`config.mk`:
```
export PLATFORM = sky130hd
export DESIGN_NAME = cbd_cell_balance
export DESIGN_NICKNAME = d
export VERILOG_FILES = /design/src/logic/cbd_pkg.sv /design/src/logic/cbd_cell_balance.sv
export SDC_FILE = /design/constraint.sdc
export NUM_CORES = 1
export LEC_CHECK = 0
export BUFFER_PORTS_ARGS = -buffer_cell sky130_fd_sc_hd__buf_2
export CAP_MARGIN = 10
export CORE_UTILIZATION = 58
export DETAILED_ROUTE_END_ITERATION = 16
export GPL_TIMING_DRIVEN = 0
export MAX_ROUTING_LAYER = met4
export PLACE_DENSITY = 0.78
export SLEW_MARGIN = 10
export SYNTH_ARGS = -nofsm -noshare
export SYNTH_HDL_FRONTEND = slang
export SYNTH_SLANG_ARGS = --single-unit
export TNS_END_PERCENT = 30
```
`constraint.sdc`:
```
create_clock -name aclk -period 8.8 [get_ports aclk]
set_input_delay 1.76 -clock aclk [delete_from_list [all_inputs] [get_ports aclk]]
set_output_delay 1.76 -clock aclk [all_outputs]
set_load 0.02 [all_outputs]
```
`src/logic/cbd_pkg.sv`:
```
// constants shared by the cell balancing and wire diagnostic block
package cbd_pkg;
  localparam int NUM_CELLS = 12;
  // register byte offsets
  localparam logic [7:0] OFF_CTRL = 8'h00;
  localparam logic [7:0] OFF_BAL_EN = 8'h04;
  localparam logic [7:0] OFF_COMM_WATCHDOG = 8'h08;
  localparam logic [7:0] OFF_TTHR_LO = 8'h0C;
  localparam logic [7:0] OFF_TTHR_HI = 8'h10;
  localparam logic [7:0] OFF_OL_THR = 8'h14;
  localparam logic [7:0] OFF_CUR_THR = 8'h18;
  localparam logic [7:0] OFF_OT_THR = 8'h1C;
  localparam logic [7:0] OFF_OL_RES = 8'h20;
  localparam logic [7:0] OFF_OC_RES = 8'h24;
  localparam logic [7:0] OFF_UC_RES = 8'h28;
  localparam logic [7:0] OFF_GENERAL_DIAG_REG = 8'h2C;
  localparam logic [7:0] OFF_STATUS = 8'h30;
  // control register field positions
  localparam int CTRL_PAUSE = 0;
  localparam int CTRL_EXTENDED_WATCHDOG_ENABLE = 1;
  localparam int CTRL_DIAG_FORCE = 2;
  localparam int CTRL_DUTY_LSB = 4;
  localparam int CTRL_MASK_LSB = 16;
  // general diagnostic bit positions
  localparam int GD_OL = 0;
  localparam int GD_OC = 1;
  localparam int GD_UC = 2;
  localparam int GD_OT = 3;
  // reset values
  localparam logic [31:0] CTRL_RST = 32'h0000_0080;
  localparam logic [31:0] OL_THR_RST = 32'h0000_0000;
  localparam logic [31:0] CUR_THR_RST = 32'h0000_0000;
  localparam logic [9:0] OT_THR_RST = 10'h3FF;
  localparam logic [3:0] DUTY_FULL = 4'h8;
  // balancing timer step, 7.54 min, counted at 5 ns
  localparam longint CLK_PERIOD_PS = 5000;
  localparam longint BAL_STEP_MS = 452400;
  localparam longint BAL_STEP_CYCLES = (BAL_STEP_MS * 1000000000) / CLK_PERIOD_PS;
  localparam logic [4:0] TCOUNT_MAX = 5'h1F;
  localparam logic [1:0] RESP_OKAY = 2'h0;
  localparam logic [1:0] RESP_SLVERR = 2'h2;
endpackage

```
`src/logic/cbd_cell_balance.sv`:
```
// cell balancing switch control with open-load and balancing current diagnostics
//
// Contract
// every cell balances independently, any combination
// per-cell enable bit requests balancing
// pause bit halts balancing during measurements
// pause also covers long-running measurement mode
// cell balances until counter reaches threshold
// threshold is 5 bits, 7.54 minute steps
// watchdog write starts timer when extended enabled
// pwm period is round robin, eighth steps
// host sets pwm by register writes
// switch closed on-phase, open off-phase
// measurement and diagnostics override pwm
// open-load test odd then even channels
// open-load flagged outside low/high window
// open-load thresholds programmable by register
// open-load sets channel bit and summary
// zero thresholds suppress that side
// balancing current checked for balancing cells
// current error stops balancing, records result
// force bit draws diag current everywhere configured
// internal overtemperature stops balancing, sets flag
// clearing enable opens switch next edge
`timescale 1ns/10ps
module cbd_cell_balance
  import cbd_pkg::*;
#(
  parameter logic [39:0] STEP_CYCLES = 40'(cbd_pkg::BAL_STEP_CYCLES)
)(
  input wire logic aclk,
  input wire logic aresetn,
  input wire logic [31:0] s_axi_awaddr,
  input wire logic s_axi_awvalid,
  output logic s_axi_awready,
  input wire logic [31:0] s_axi_wdata,
  input wire logic [3:0] s_axi_wstrb,
  input wire logic s_axi_wvalid,
  output logic s_axi_wready,
  output logic [1:0] s_axi_bresp,
  output logic s_axi_bvalid,
  input wire logic s_axi_bready,
  input wire logic [31:0] s_axi_araddr,
  input wire logic s_axi_arvalid,
  output logic s_axi_arready,
  output logic [31:0] s_axi_rdata,
  output logic [1:0] s_axi_rresp,
  output logic s_axi_rvalid,
  input wire logic s_axi_rready,
  input wire logic primary_cell_volt_meas,
  input wire logic secondary_cell_volt_meas,
  input wire logic block_volt_meas,
  input wire logic rr_tick,
  input wire logic rr_diag_active,
  input wire logic ol_valid,
  input wire logic [3:0] ol_cell,
  input wire logic signed [9:0] ol_drop,
  input wire logic cur_valid,
  input wire logic [3:0] cur_cell,
  input wire logic [7:0] cur_value,
  input wire logic temp_valid,
  input wire logic [9:0] int_temp,
  output logic [cbd_pkg::NUM_CELLS-1:0] cell_gate_pin,
  output logic [cbd_pkg::NUM_CELLS-1:0] open_load_diag_current,
  output logic int_overtemp_warn
);
  localparam int N = NUM_CELLS;

  typedef struct packed {
    logic awready;
    logic wready;
    logic bvalid;
    logic [1:0] bresp;
    logic arready;
    logic rvalid;
    logic [1:0] rresp;
    logic [31:0] rdata;
    logic aw_got;
    logic w_got;
    logic [7:0] awaddr;
    logic [31:0] wdata;
    logic [3:0] wstrb;
    logic [31:0] ctrl;
    logic [N-1:0] bal_en;
    logic [29:0] tthr_lo;
    logic [29:0] tthr_hi;
    logic [31:0] ol_thr;
    logic [31:0] cur_thr;
    logic [9:0] ot_thr;
    logic [N-1:0] ol_res;
    logic [N-1:0] oc_res;
    logic [N-1:0] uc_res;
    logic [3:0] general_diag_reg;
    logic timer_run;
    logic [4:0] tcount;
    logic [39:0] presc;
    logic [23:0] rr_cnt;
    logic [23:0] rr_period;
    logic rr_odd;
    logic [N-1:0] gate;
    logic [N-1:0] diagc;
  } cbd_state_t;

  cbd_state_t st_r;
  cbd_state_t st_nxt;

  // byte-lane merge of a write into a stored word
  function automatic logic [31:0] cbd_merge(input logic [31:0] old, input logic [31:0] wd,
                                            input logic [3:0] strb);
    logic [31:0] res;
    res = old;
    for (int b = 0; b < 4; b++)
    begin
      if (strb[b])
        res[8*b +: 8] = wd[8*b +: 8];
    end
    return res;
  endfunction

  // 5-bit time threshold of one cell
  function automatic logic [4:0] cbd_tthr(input logic [29:0] lo, input logic [29:0] hi,
                                          input int c);
    logic [4:0] v;
    if (c < 6)
      v = lo[5*c +: 5];
    else
      v = hi[5*(c-6) +: 5];
    return v;
  endfunction

  logic meas_busy;
  logic pwm_on;
  logic [3:0] duty;
  logic [26:0] pwm_pos;
  logic [27:0] pwm_lim;
  logic w_fire;
  logic [31:0] w_val;
  logic [N-1:0] bal_ok;
  logic [N-1:0] odd_sel;
  logic signed [10:0] drop_x;

  always_comb
  begin
    st_nxt = st_r;
    w_val = '0;
    bal_ok = '0;
    odd_sel = '0;
    drop_x = '0;
    duty = st_r.ctrl[CTRL_DUTY_LSB +: 4];
    meas_busy = primary_cell_volt_meas | secondary_cell_volt_meas | block_volt_meas;

    // write channel: address and data taken in either order, answer once both held
    if (s_axi_awvalid && st_r.awready)
    begin
      st_nxt.aw_got = 1'b1;
      st_nxt.awaddr = s_axi_awaddr[7:0];
    end
    if (s_axi_wvalid && st_r.wready)
    begin
      st_nxt.w_got = 1'b1;
      st_nxt.wdata = s_axi_wdata;
      st_nxt.wstrb = s_axi_wstrb;
    end
    w_fire = st_r.aw_got && st_r.w_got && !st_r.bvalid;
    if (st_r.bvalid && s_axi_bready)
      st_nxt.bvalid = 1'b0;

    // flag clears first so that hardware sets later in this process win
    if (w_fire)
    begin
      st_nxt.aw_got = 1'b0;
      st_nxt.w_got = 1'b0;
      st_nxt.bvalid = 1'b1;
      st_nxt.bresp = RESP_OKAY;
      unique case (st_r.awaddr)
        OFF_CTRL: st_nxt.ctrl = cbd_merge(st_r.ctrl, st_r.wdata, st_r.wstrb);
        OFF_BAL_EN:
        begin
          w_val = cbd_merge({20'h0_0000, st_r.bal_en}, st_r.wdata, st_r.wstrb);
          st_nxt.bal_en = w_val[N-1:0];
        end
        OFF_COMM_WATCHDOG:
        begin
          // restart the timed balancing interval
          if (st_r.ctrl[CTRL_EXTENDED_WATCHDOG_ENABLE])
          begin
            st_nxt.timer_run = 1'b1;
            st_nxt.tcount = '0;
            st_nxt.presc = '0;
          end
        end
        OFF_TTHR_LO:
        begin
          w_val = cbd_merge({2'h0, st_r.tthr_lo}, st_r.wdata, st_r.wstrb);
          st_nxt.tthr_lo = w_val[29:0];
        end
        OFF_TTHR_HI:
        begin
          w_val = cbd_merge({2'h0, st_r.tthr_hi}, st_r.wdata, st_r.wstrb);
          st_nxt.tthr_hi = w_val[29:0];
        end
        OFF_OL_THR: st_nxt.ol_thr = cbd_merge(st_r.ol_thr, st_r.wdata, st_r.wstrb);
        OFF_CUR_THR: st_nxt.cur_thr = cbd_merge(st_r.cur_thr, st_r.wdata, st_r.wstrb);
        OFF_OT_THR:
        begin
          w_val = cbd_merge({22'h00_0000, st_r.ot_thr}, st_r.wdata, st_r.wstrb);
          st_nxt.ot_thr = w_val[9:0];
        end
        // result registers clear by writing ones
        OFF_OL_RES: st_nxt.ol_res = st_r.ol_res & ~st_r.wdata[N-1:0];
        OFF_OC_RES: st_nxt.oc_res = st_r.oc_res & ~st_r.wdata[N-1:0];
        OFF_UC_RES: st_nxt.uc_res = st_r.uc_res & ~st_r.wdata[N-1:0];
        OFF_GENERAL_DIAG_REG: st_nxt.general_diag_reg = st_r.general_diag_reg & ~st_r.wdata[3:0];
        OFF_STATUS: st_nxt.bresp = RESP_OKAY;
        default: st_nxt.bresp = RESP_SLVERR;
      endcase
    end
    st_nxt.awready = !st_nxt.aw_got && !st_nxt.bvalid;
    st_nxt.wready = !st_nxt.w_got && !st_nxt.bvalid;

    // read channel: one outstanding read, data registered with the answer
    if (st_r.rvalid && s_axi_rready)
      st_nxt.rvalid = 1'b0;
    if (s_axi_arvalid && st_r.arready)
    begin
      st_nxt.rvalid = 1'b1;
      st_nxt.rresp = RESP_OKAY;
      unique case (s_axi_araddr[7:0])
        OFF_CTRL: st_nxt.rdata = st_r.ctrl;
        OFF_BAL_EN: st_nxt.rdata = {20'h0_0000, st_r.bal_en};
        OFF_COMM_WATCHDOG: st_nxt.rdata = {27'h000_0000, st_r.tcount};
        OFF_TTHR_LO: st_nxt.rdata = {2'h0, st_r.tthr_lo};
        OFF_TTHR_HI: st_nxt.rdata = {2'h0, st_r.tthr_hi};
        OFF_OL_THR: st_nxt.rdata = st_r.ol_thr;
        OFF_CUR_THR: st_nxt.rdata = st_r.cur_thr;
        OFF_OT_THR: st_nxt.rdata = {22'h00_0000, st_r.ot_thr};
        OFF_OL_RES: st_nxt.rdata = {20'h0_0000, st_r.ol_res};
        OFF_OC_RES: st_nxt.rdata = {20'h0_0000, st_r.oc_res};
        OFF_UC_RES: st_nxt.rdata = {20'h0_0000, st_r.uc_res};
        OFF_GENERAL_DIAG_REG: st_nxt.rdata = {28'h000_0000, st_r.general_diag_reg};
        OFF_STATUS: st_nxt.rdata = {3'h0, st_r.rr_odd, st_r.diagc, 4'h0, st_r.gate};
        default:
        begin
          st_nxt.rdata = 32'h0000_0000;
          st_nxt.rresp = RESP_SLVERR;
        end
      endcase
    end
    st_nxt.arready = !st_nxt.rvalid;

    // shared balancing counter, one count per 7.54 min step, stops at full scale
    if (st_r.timer_run && !(w_fire && st_r.awaddr == OFF_COMM_WATCHDOG))
    begin
      if (st_r.presc >= STEP_CYCLES - 40'h00_0000_0001)
      begin
        st_nxt.presc = '0;
        if (st_r.tcount != TCOUNT_MAX)
          st_nxt.tcount = st_r.tcount + 5'h01;
      end
      else
        st_nxt.presc = st_r.presc + 40'h00_0000_0001;
    end

    // round robin period measured between ticks; parity picks odd or even wires
    if (rr_tick)
    begin
      st_nxt.rr_period = st_r.rr_cnt + 24'h00_0001;
      st_nxt.rr_cnt = '0;
      st_nxt.rr_odd = !st_r.rr_odd;
    end
    else if (st_r.rr_cnt != 24'hFF_FFFF)
      st_nxt.rr_cnt = st_r.rr_cnt + 24'h00_0001;

    // on-phase while 8*position < duty*period; full duty needs no period yet
    pwm_pos = {st_r.rr_cnt, 3'b000};
    // both factors widened first so the product keeps all its bits
    pwm_lim = 28'(duty) * 28'(st_r.rr_period);
    pwm_on = (duty >= DUTY_FULL) || ({1'b0, pwm_pos} < pwm_lim);

    // open-load window check; a zero threshold disables its side
    // sign-extend so a rising cell voltage stays negative against the window
    drop_x = {ol_drop[9], ol_drop};
    if (ol_valid && ol_cell < 4'(N))
    begin
      if ((st_r.ol_thr[5:0] != 6'h00 && drop_x < $signed({5'h00, st_r.ol_thr[5:0]})) ||
          (st_r.ol_thr[21:16] != 6'h00 && drop_x > $signed({5'h00, st_r.ol_thr[21:16]})))
      begin
        st_nxt.ol_res[ol_cell] = 1'b1;
        st_nxt.general_diag_reg[GD_OL] = 1'b1;
      end
    end

    // balancing current only judged on a cell that is really balancing
    if (cur_valid && cur_cell < 4'(N) && st_r.gate[cur_cell] && !st_r.diagc[cur_cell])
    begin
      if (cur_value > st_r.cur_thr[7:0])
      begin
        st_nxt.oc_res[cur_cell] = 1'b1;
        st_nxt.general_diag_reg[GD_OC] = 1'b1;
      end
      if (cur_value < st_r.cur_thr[23:16])
      begin
        st_nxt.uc_res[cur_cell] = 1'b1;
        st_nxt.general_diag_reg[GD_UC] = 1'b1;
      end
    end

    // internal overtemperature: warning holds off all balancing until cleared
    if (temp_valid && int_temp >= st_r.ot_thr)
      st_nxt.general_diag_reg[GD_OT] = 1'b1;

    // per-cell switch decision, built from next-state enables so a clear acts at once
    for (int c = 0; c < N; c++)
    begin
      bal_ok[c] = st_nxt.bal_en[c] && !st_nxt.oc_res[c] && !st_nxt.uc_res[c] &&
                  (!st_r.ctrl[CTRL_EXTENDED_WATCHDOG_ENABLE] || !st_r.timer_run ||
                   st_r.tcount < cbd_tthr(st_r.tthr_lo, st_r.tthr_hi, c));
      odd_sel[c] = (c % 2 == 0) ? st_r.rr_odd : !st_r.rr_odd;
    end
    if (st_r.ctrl[CTRL_DIAG_FORCE])
    begin
      // forced diag current ignores enables and round robin timing
      st_nxt.diagc = st_r.ctrl[CTRL_MASK_LSB +: N];
      st_nxt.gate = '0;
    end
    else if (st_r.ctrl[CTRL_PAUSE] && meas_busy)
    begin
      // measurement input covers delay and conversion, also in long-running mode
      st_nxt.diagc = '0;
      st_nxt.gate = '0;
    end
    else if (rr_diag_active)
    begin
      st_nxt.diagc = odd_sel;
      st_nxt.gate = '0;
    end
    else
    begin
      st_nxt.diagc = '0;
      st_nxt.gate = (pwm_on && !st_nxt.general_diag_reg[GD_OT]) ? bal_ok : '0;
    end
  end

  // single state register; synchronous active-low reset
  always_ff @(posedge aclk)
  begin
    if (!aresetn)
    begin
      st_r <= '0;
      st_r.awready <= 1'b1;
      st_r.wready <= 1'b1;
      st_r.arready <= 1'b1;
      st_r.ctrl <= CTRL_RST;
      st_r.ol_thr <= OL_THR_RST;
      st_r.cur_thr <= CUR_THR_RST;
      st_r.ot_thr <= OT_THR_RST;
    end
    else
      st_r <= st_nxt;
  end

  assign s_axi_awready = st_r.awready;
  assign s_axi_wready = st_r.wready;
  assign s_axi_bvalid = st_r.bvalid;
  assign s_axi_bresp = st_r.bresp;
  assign s_axi_arready = st_r.arready;
  assign s_axi_rvalid = st_r.rvalid;
  assign s_axi_rresp = st_r.rresp;
  assign s_axi_rdata = st_r.rdata;
  assign cell_gate_pin = st_r.gate;
  assign open_load_diag_current = st_r.diagc;
  assign int_overtemp_warn = st_r.general_diag_reg[GD_OT];
endmodule

```
# --- After elaboration in Yosys (flattened, before gate mapping) ---
# Cells that the tools add are included.
classes:
  n_mul: 1
  bitwise: 13
  n_eq_ne: 26
  addsub: 3
  div_mod_pow: 0
  n_lt_le_gt_ge: 26
  n_shift: 0
  reduce_logical: 143
  mux: 69
op_table:
  columns: ["op", "count"]
  rows:
  - ["$pmux W32 S13", 1]
  - ["$mux W232", 1]
  - ["$mux W12", 11]
  - ["$mux W8", 16]
  - ["$mux W46", 2]
  - ["$eq A8 B6 Y1 const B", 10]
  - ["$reduce_and A3 Y1", 24]
  - ["$eq A8 B5 Y1 const B", 8]
  - ["$mux W32", 2]
  - ["$lt A5 B5 Y1", 12]
  - ["$mux W30", 2]
  - ["$logic_and A1 B1 Y1", 58]
  - ["$mux W45", 1]
  - ["$add A40 B1 Y40 const B", 1]
  - ["$ge A40 B37 Y1 const B", 1]
  - ["$mux W40", 1]
  - ["$and A12 B12 Y12", 3]
  - ["$or A12 B12 Y12", 3]
  - ["$logic_not A1 Y1", 35]
  - ["$mux W35", 1]
  - ["$eq A8 B4 Y1 const B", 4]
  - ["$lt A27 B28 Y1", 1]
  - ["$mul A4 B24 Y28", 1]
  - ["$reduce_or A13 Y1", 2]
  - ["35 further kinds", 80]
word_totals:
  latch_bits: 0
  mem_bits_ro: 0
  ram_bits: 0
  n_memories: 0
  wordCells: 329
  in_bits: 151
  regBits: 424

# --- Longest topological paths before layout ---
depth:
  word_depth: 11
  mapped_depth: 25

# --- Least setup slack after synthesis ---
# No wires, ideal clock.
synth_timing:
  path_type: "register -> register"
  startpoint: "reg st_r (netlist bit duty[3])"
  endpoint: "reg st_r (netlist bit cell_gate_pin[2])"
  arrival_ps: 5573
  setup_time_ps: 92
  stages_incl_launch_ff: 24
  setup_slack_ps: 3135
  n_path_buf: 2
  path_cell_list: "dfxtp_1 > clkbuf_1 > nand2_1 > fa_1 > inv_1 > fa_1 > fa_1 > a21o_1 > a2111oi_1 > o211ai_1 > nand4_1 > a31oi_1 > o41ai_1 > o21ai_0 > a21oi_1 > xor2_1 > ha_1 > a21oi_1 > nor4b_1 > o211ai_1 > a21oi_1 > o31ai_1 > clkbuf_1 > nor4_1"
synth_via:
  elab_chain_len: 6
synth_lines:
  columns: ["item", "line", "rtl"]
  rows:
  - ["start: declaration", "cbd_cell_balance.sv:104", "cbd_state_t st_r;"]
  - ["start signal: assignment", "cbd_cell_balance.sv:359", "st_r <= st_nxt;"]
  - ["$mul A4 B24 Y28", "cbd_cell_balance.sv:277", "pwm_lim = 28'(duty) * 28'(st_r.rr_period);"]
  - ["$lt A27 B28 Y1", "cbd_cell_balance.sv:278", "pwm_on = (duty >= DUTY_FULL) || ({1'b0, pwm_pos} < pwm_lim);"]
  - ["$logic_or A1 B1 Y1 *", "cbd_cell_balance.sv:278", null]
  - ["$logic_and A1 B1 Y1 *", "cbd_cell_balance.sv:340", "st_nxt.gate = (pwm_on && !st_nxt.general_diag_reg[GD_OT]) ? bal_ok : '0;"]
  - ["$not A1 Y1 (no source line) *", null, null]
  - ["$reduce_or A5 Y1 (no source line) *", null, null]
# Every way passes the cells marked *; elsewhere a longest branch is shown, timed or not.
# A chain may end at the register's enable or synchronous reset.

# --- Final worst setup path ---
layout_timing:
  startpoint: "reg st_r (netlist bit duty[3])"
  endpoint: "reg st_r (netlist bit cell_gate_pin[11])"
# The elaborated chain is that of the path after synthesis.

==> impl_metrics.py <==
metrics = {
    "sta": {
        "finalHoldViolations": 0,
        "tns_ns": 0,
        "post-route-period-util_pct": 88.3,
        "period_needed_ns": 7.77,
        "fmax_mhz": 129,
        "fin_ws_ns": 1.03,
        "whs_ns": 0.460,
        "grt_setup_unrepaired": "no",
        "max_slew_margin_pct": 7.40,
        "finalSetupViolCount": 0,
        "clock_skew_ns": 0.0408,
        "slew_violations": 0,
        "worstMarginPinSlew_ns": 1.39,
    },
    "yosys": {
        "synth_largest_area_cell": "dfxtp_1",
        "yosys_warnings": 0,
        "synthTopCellsByArea": "dfxtp_1 (36%), ha_1 (7.7%), a21oi_1 (5.6%), nand2_1 (5.4%), fa_1 (3.7%)",
        "synth_async_sr_flop_share_pct": 0,
        "synth-edff-count": 0,
        "syn-instance-count": 2887,
        "yosysSeqAreaShare_pct": 35.9,
        "syn_area_sq_um": 23500,
        "synth-seq-cells": 422,
        "synth_top_area_share_pct": 35.9,
        "synthFlopType": "dfxtp_1",
        "synthDistinctLibCells": 73,
        "syn_area_per_cell_sq_um": 8.14,
    },
    "final_layout": {
        "area_growth_pct": 13.0,
        "design_area_sq_um": 26600,
        "layout.cells.non_filler": 3662,
        "drive_above_1_share_pct": 10.4,
        "final_nets": 3441,
        "final_common_cell": "dfxtp_1",
        "finish.utilization_pct": 66.7,
        "final_cell_mix": "dfxtp_1 (422), nand2_1 (341), a21oi_1 (262), nor2_1 (231), inv_1 (182)",
    },
    "die": {
        "initial_utilization_pct": 59.0,
        "die_y_microns": 203,
        "rows": 73,
        "die_x_microns": 203,
        "fp.coreArea_sq_um": 39800,
        "die_area_sq_um": 41300,
        "pin_count": 217,
    },
    "global_route": {
        "grt_pass1_wl_microns": 131000,
        "grt_overflow": 0,
        "grt_pass1_vias": 22200,
        "grt_usage_pct": 43.4,
        "grt_max_degree": 18,
        "antenna_found_initial": 2,
    },
    "setup_path": {
        "r2r_end": "cell_gate_pin[11]",
        "worstPathArrival_ns": 8.23,
        "worstPathRequired_ns": 9.26,
        "r2r_start": "duty[3]",
        "critPathCaptureType": "register",
        "worstPathMaxFanout": 10,
        "rrSetupSlack_ns": 1.03,
        "start_kind": "register",
        "criticalPathCategory": "register to register",
        "worst_r2r_path_depth": 23,
    },
    "route": {
        "ant_nets": 0,
        "post_drt_via_cell_ratio": 6.26,
        "firstDrtPassIters": 6,
        "drcViolationCount": 0,
        "drt_iter0_drc": 2435,
        "vias": 22900,
        "wl_per_cell_microns": 23.9,
        "drt-total-wl_microns": 87500,
    },
    "placement": {
        "numPlacedInstances": 3579,
        "dp_hpwl_microns": 67000,
        "placed_cell_area_sq_um": 25000,
        "portBuffers": 166,
        "dp_slack_ns": 1.12,
        "gp_congestion": 1.06,
    },
    "run": {
        "cap_violations": 0,
    },
    "pwr": {
        "p_per_area_nw_per_um2": 165,
        "total_power_mw": 4.39,
        "ir_drop_uv": 171,
        "leakagePower_nw": 10.9,
    },
    "hold_path": {
        "worstHoldStart": "st_r[208]",
        "hold_class": "register to register",
        "holdPathEnd": "st_r[208]",
        "holdPathStages": 2,
    },
    "clock_network": {
        "cts_tree": "yes",
        "post_cts_buffers": 0,
        "cts_num_sinks": 422,
        "clockBufferDepth": 3,
        "clock_latency_ns": 0.62,
        "h-tree-depth": 2,
        "clk_pin_slew_ns": 0.06,
        "postCtsHoldBufs": 0,
        "cts_buffers": 46,
        "cts-root-buf": "clkbuf_16",
        "cts_resized": 0,
    },
    "outcome": {
        "status": "complete, no violations",
    },
}
cell type report:
| class | count | area (sq um) |
|---|---|---|
| Clock inverter | 18 | 244 |
| Fill cell | 3349 | 13300 |
| Tap cell | 525 | 657 |
| Multi-Input combinational cell | 2066 | 13300 |
| Buffer | 217 | 1050 |
| Antenna cell | 2 | 5.00 |
| Timing Repair Buffer | 166 | 831 |
| Inverter | 183 | 687 |
| Sequential cell | 422 | 8450 |
| Clock buffer | 63 | 1310 |
worst max-delay path: stages, from the launching register on:
cell,delay (ns)
dfxtp_1,0.63
clkbuf_1,0.56
nand2_1,0.17
fa_1,0.56
inv_1,0.05
fa_1,0.53
fa_1,0.49
a21o_1,0.21
a2111oi_1,0.85
o211ai_1,0.26
nand4_1,0.19
a31oi_1,0.13
o41ai_1,0.35
o21ai_0,0.15
a21oi_1,0.19
xor2_1,0.12
ha_1,0.31
a21oi_1,0.10
nor4b_1,0.16
o211ai_1,0.14
a21oi_1,0.07
o31ai_1,0.75
clkbuf_1,0.55
nor3_1,0.12
cell usage after synthesis, drive strengths merged, types with 4 or more instances:
master and number:
dfxtp 422, a311oi 9, and2 105, nand3 152
nand3b 12, xnor2 21, o211ai 19, nand2 343
fa 44, a22o 12, a31oi 53, nor2 232
a222oi 10, o31ai 4, mux2 5, clkbuf 135
and4 9, inv 182, a21oi 262, or2 5
a221oi 31, a211oi 30, nor2b 26, or3 10
or4 5, a22oi 71, ha 144, buf 82
o21bai 10, nand4 32, xor2 29, o41ai 4
nor4 12, nand2b 42, a2111oi 4, and3 20
o21a 13, o21ai 126, nor3 23, mux2i 85
a21o 19
worst max path at each step:
| stage | start | slack, ns | endpoint |
|---|---|---|---|
| 2_1_floorplan | duty[3] | 3.14 | cell_gate_pin[2] |
| 3_3_place_gp | duty[3] | 1.28 | cell_gate_pin[11] |
| 3_5_place_dp | duty[3] | 1.12 | cell_gate_pin[11] |
| 4_1_cts | duty[3] | 1.11 | cell_gate_pin[11] |
| 5_1_grt | duty[3] | 0.77 | cell_gate_pin[11] |
| 6_report | duty[3] | 1.03 | cell_gate_pin[11] |
power by group:
part	internal (mW)	leakage (nW)	switching [mW]	total (mW)
clock network	1.16	0.762	0.843	2.00
registers	1.95	3.42	0.0454	1.99
logic	0.122	6.72	0.266	0.388
logic make-up (layout without fill, tap and decap cells):
| kind of cell | Yosys count | in the layout | share of synthesized area, % |
|---|---|---|---|
| muxes | 91 | 91 | 3.96 |
| and+or+nand+nor | 1039 | 1039 | 20.9 |
| xor gates and xnor gates | 50 | 50 | 1.86 |
| other | 1 | 4 | 0.0160 |
| AOI/OAI and AO/OA | 696 | 696 | 18.5 |
| DFF | 422 | 422 | 35.9 |
| adders and majority gates | 188 | 188 | 11.4 |
| buffers and inverters | 400 | 647 | 7.41 |
flip-flops by register name (all words and copies together), names as in the netlist:
register and flops:
s_axi_bvalid 1, pwm_pos 24, s_axi_rvalid 1, s_axi_arready 1, s_axi_rdata 32, odd_sel 1, duty 4, s_axi_wready 1
cell_gate_pin 12, int_overtemp_warn 1, st_r 329, open_load_diag_current 12, s_axi_awready 1, s_axi_bresp 1, s_axi_rresp 1
routing by layer:
layer | vias to the layer above | part of all wire, % | GRT usage (%)
met4 | 0 | 7.1 | 27.2
met3 | 335 | 9.2 | 8.21
li1 | 10500 | - | -
met1 | 10900 | 38 | 50.5
met2 | 1229 | 46 | 69.1
met5 | - | 0 | -
Note: power is estimated with default switching activity, not from simulation.
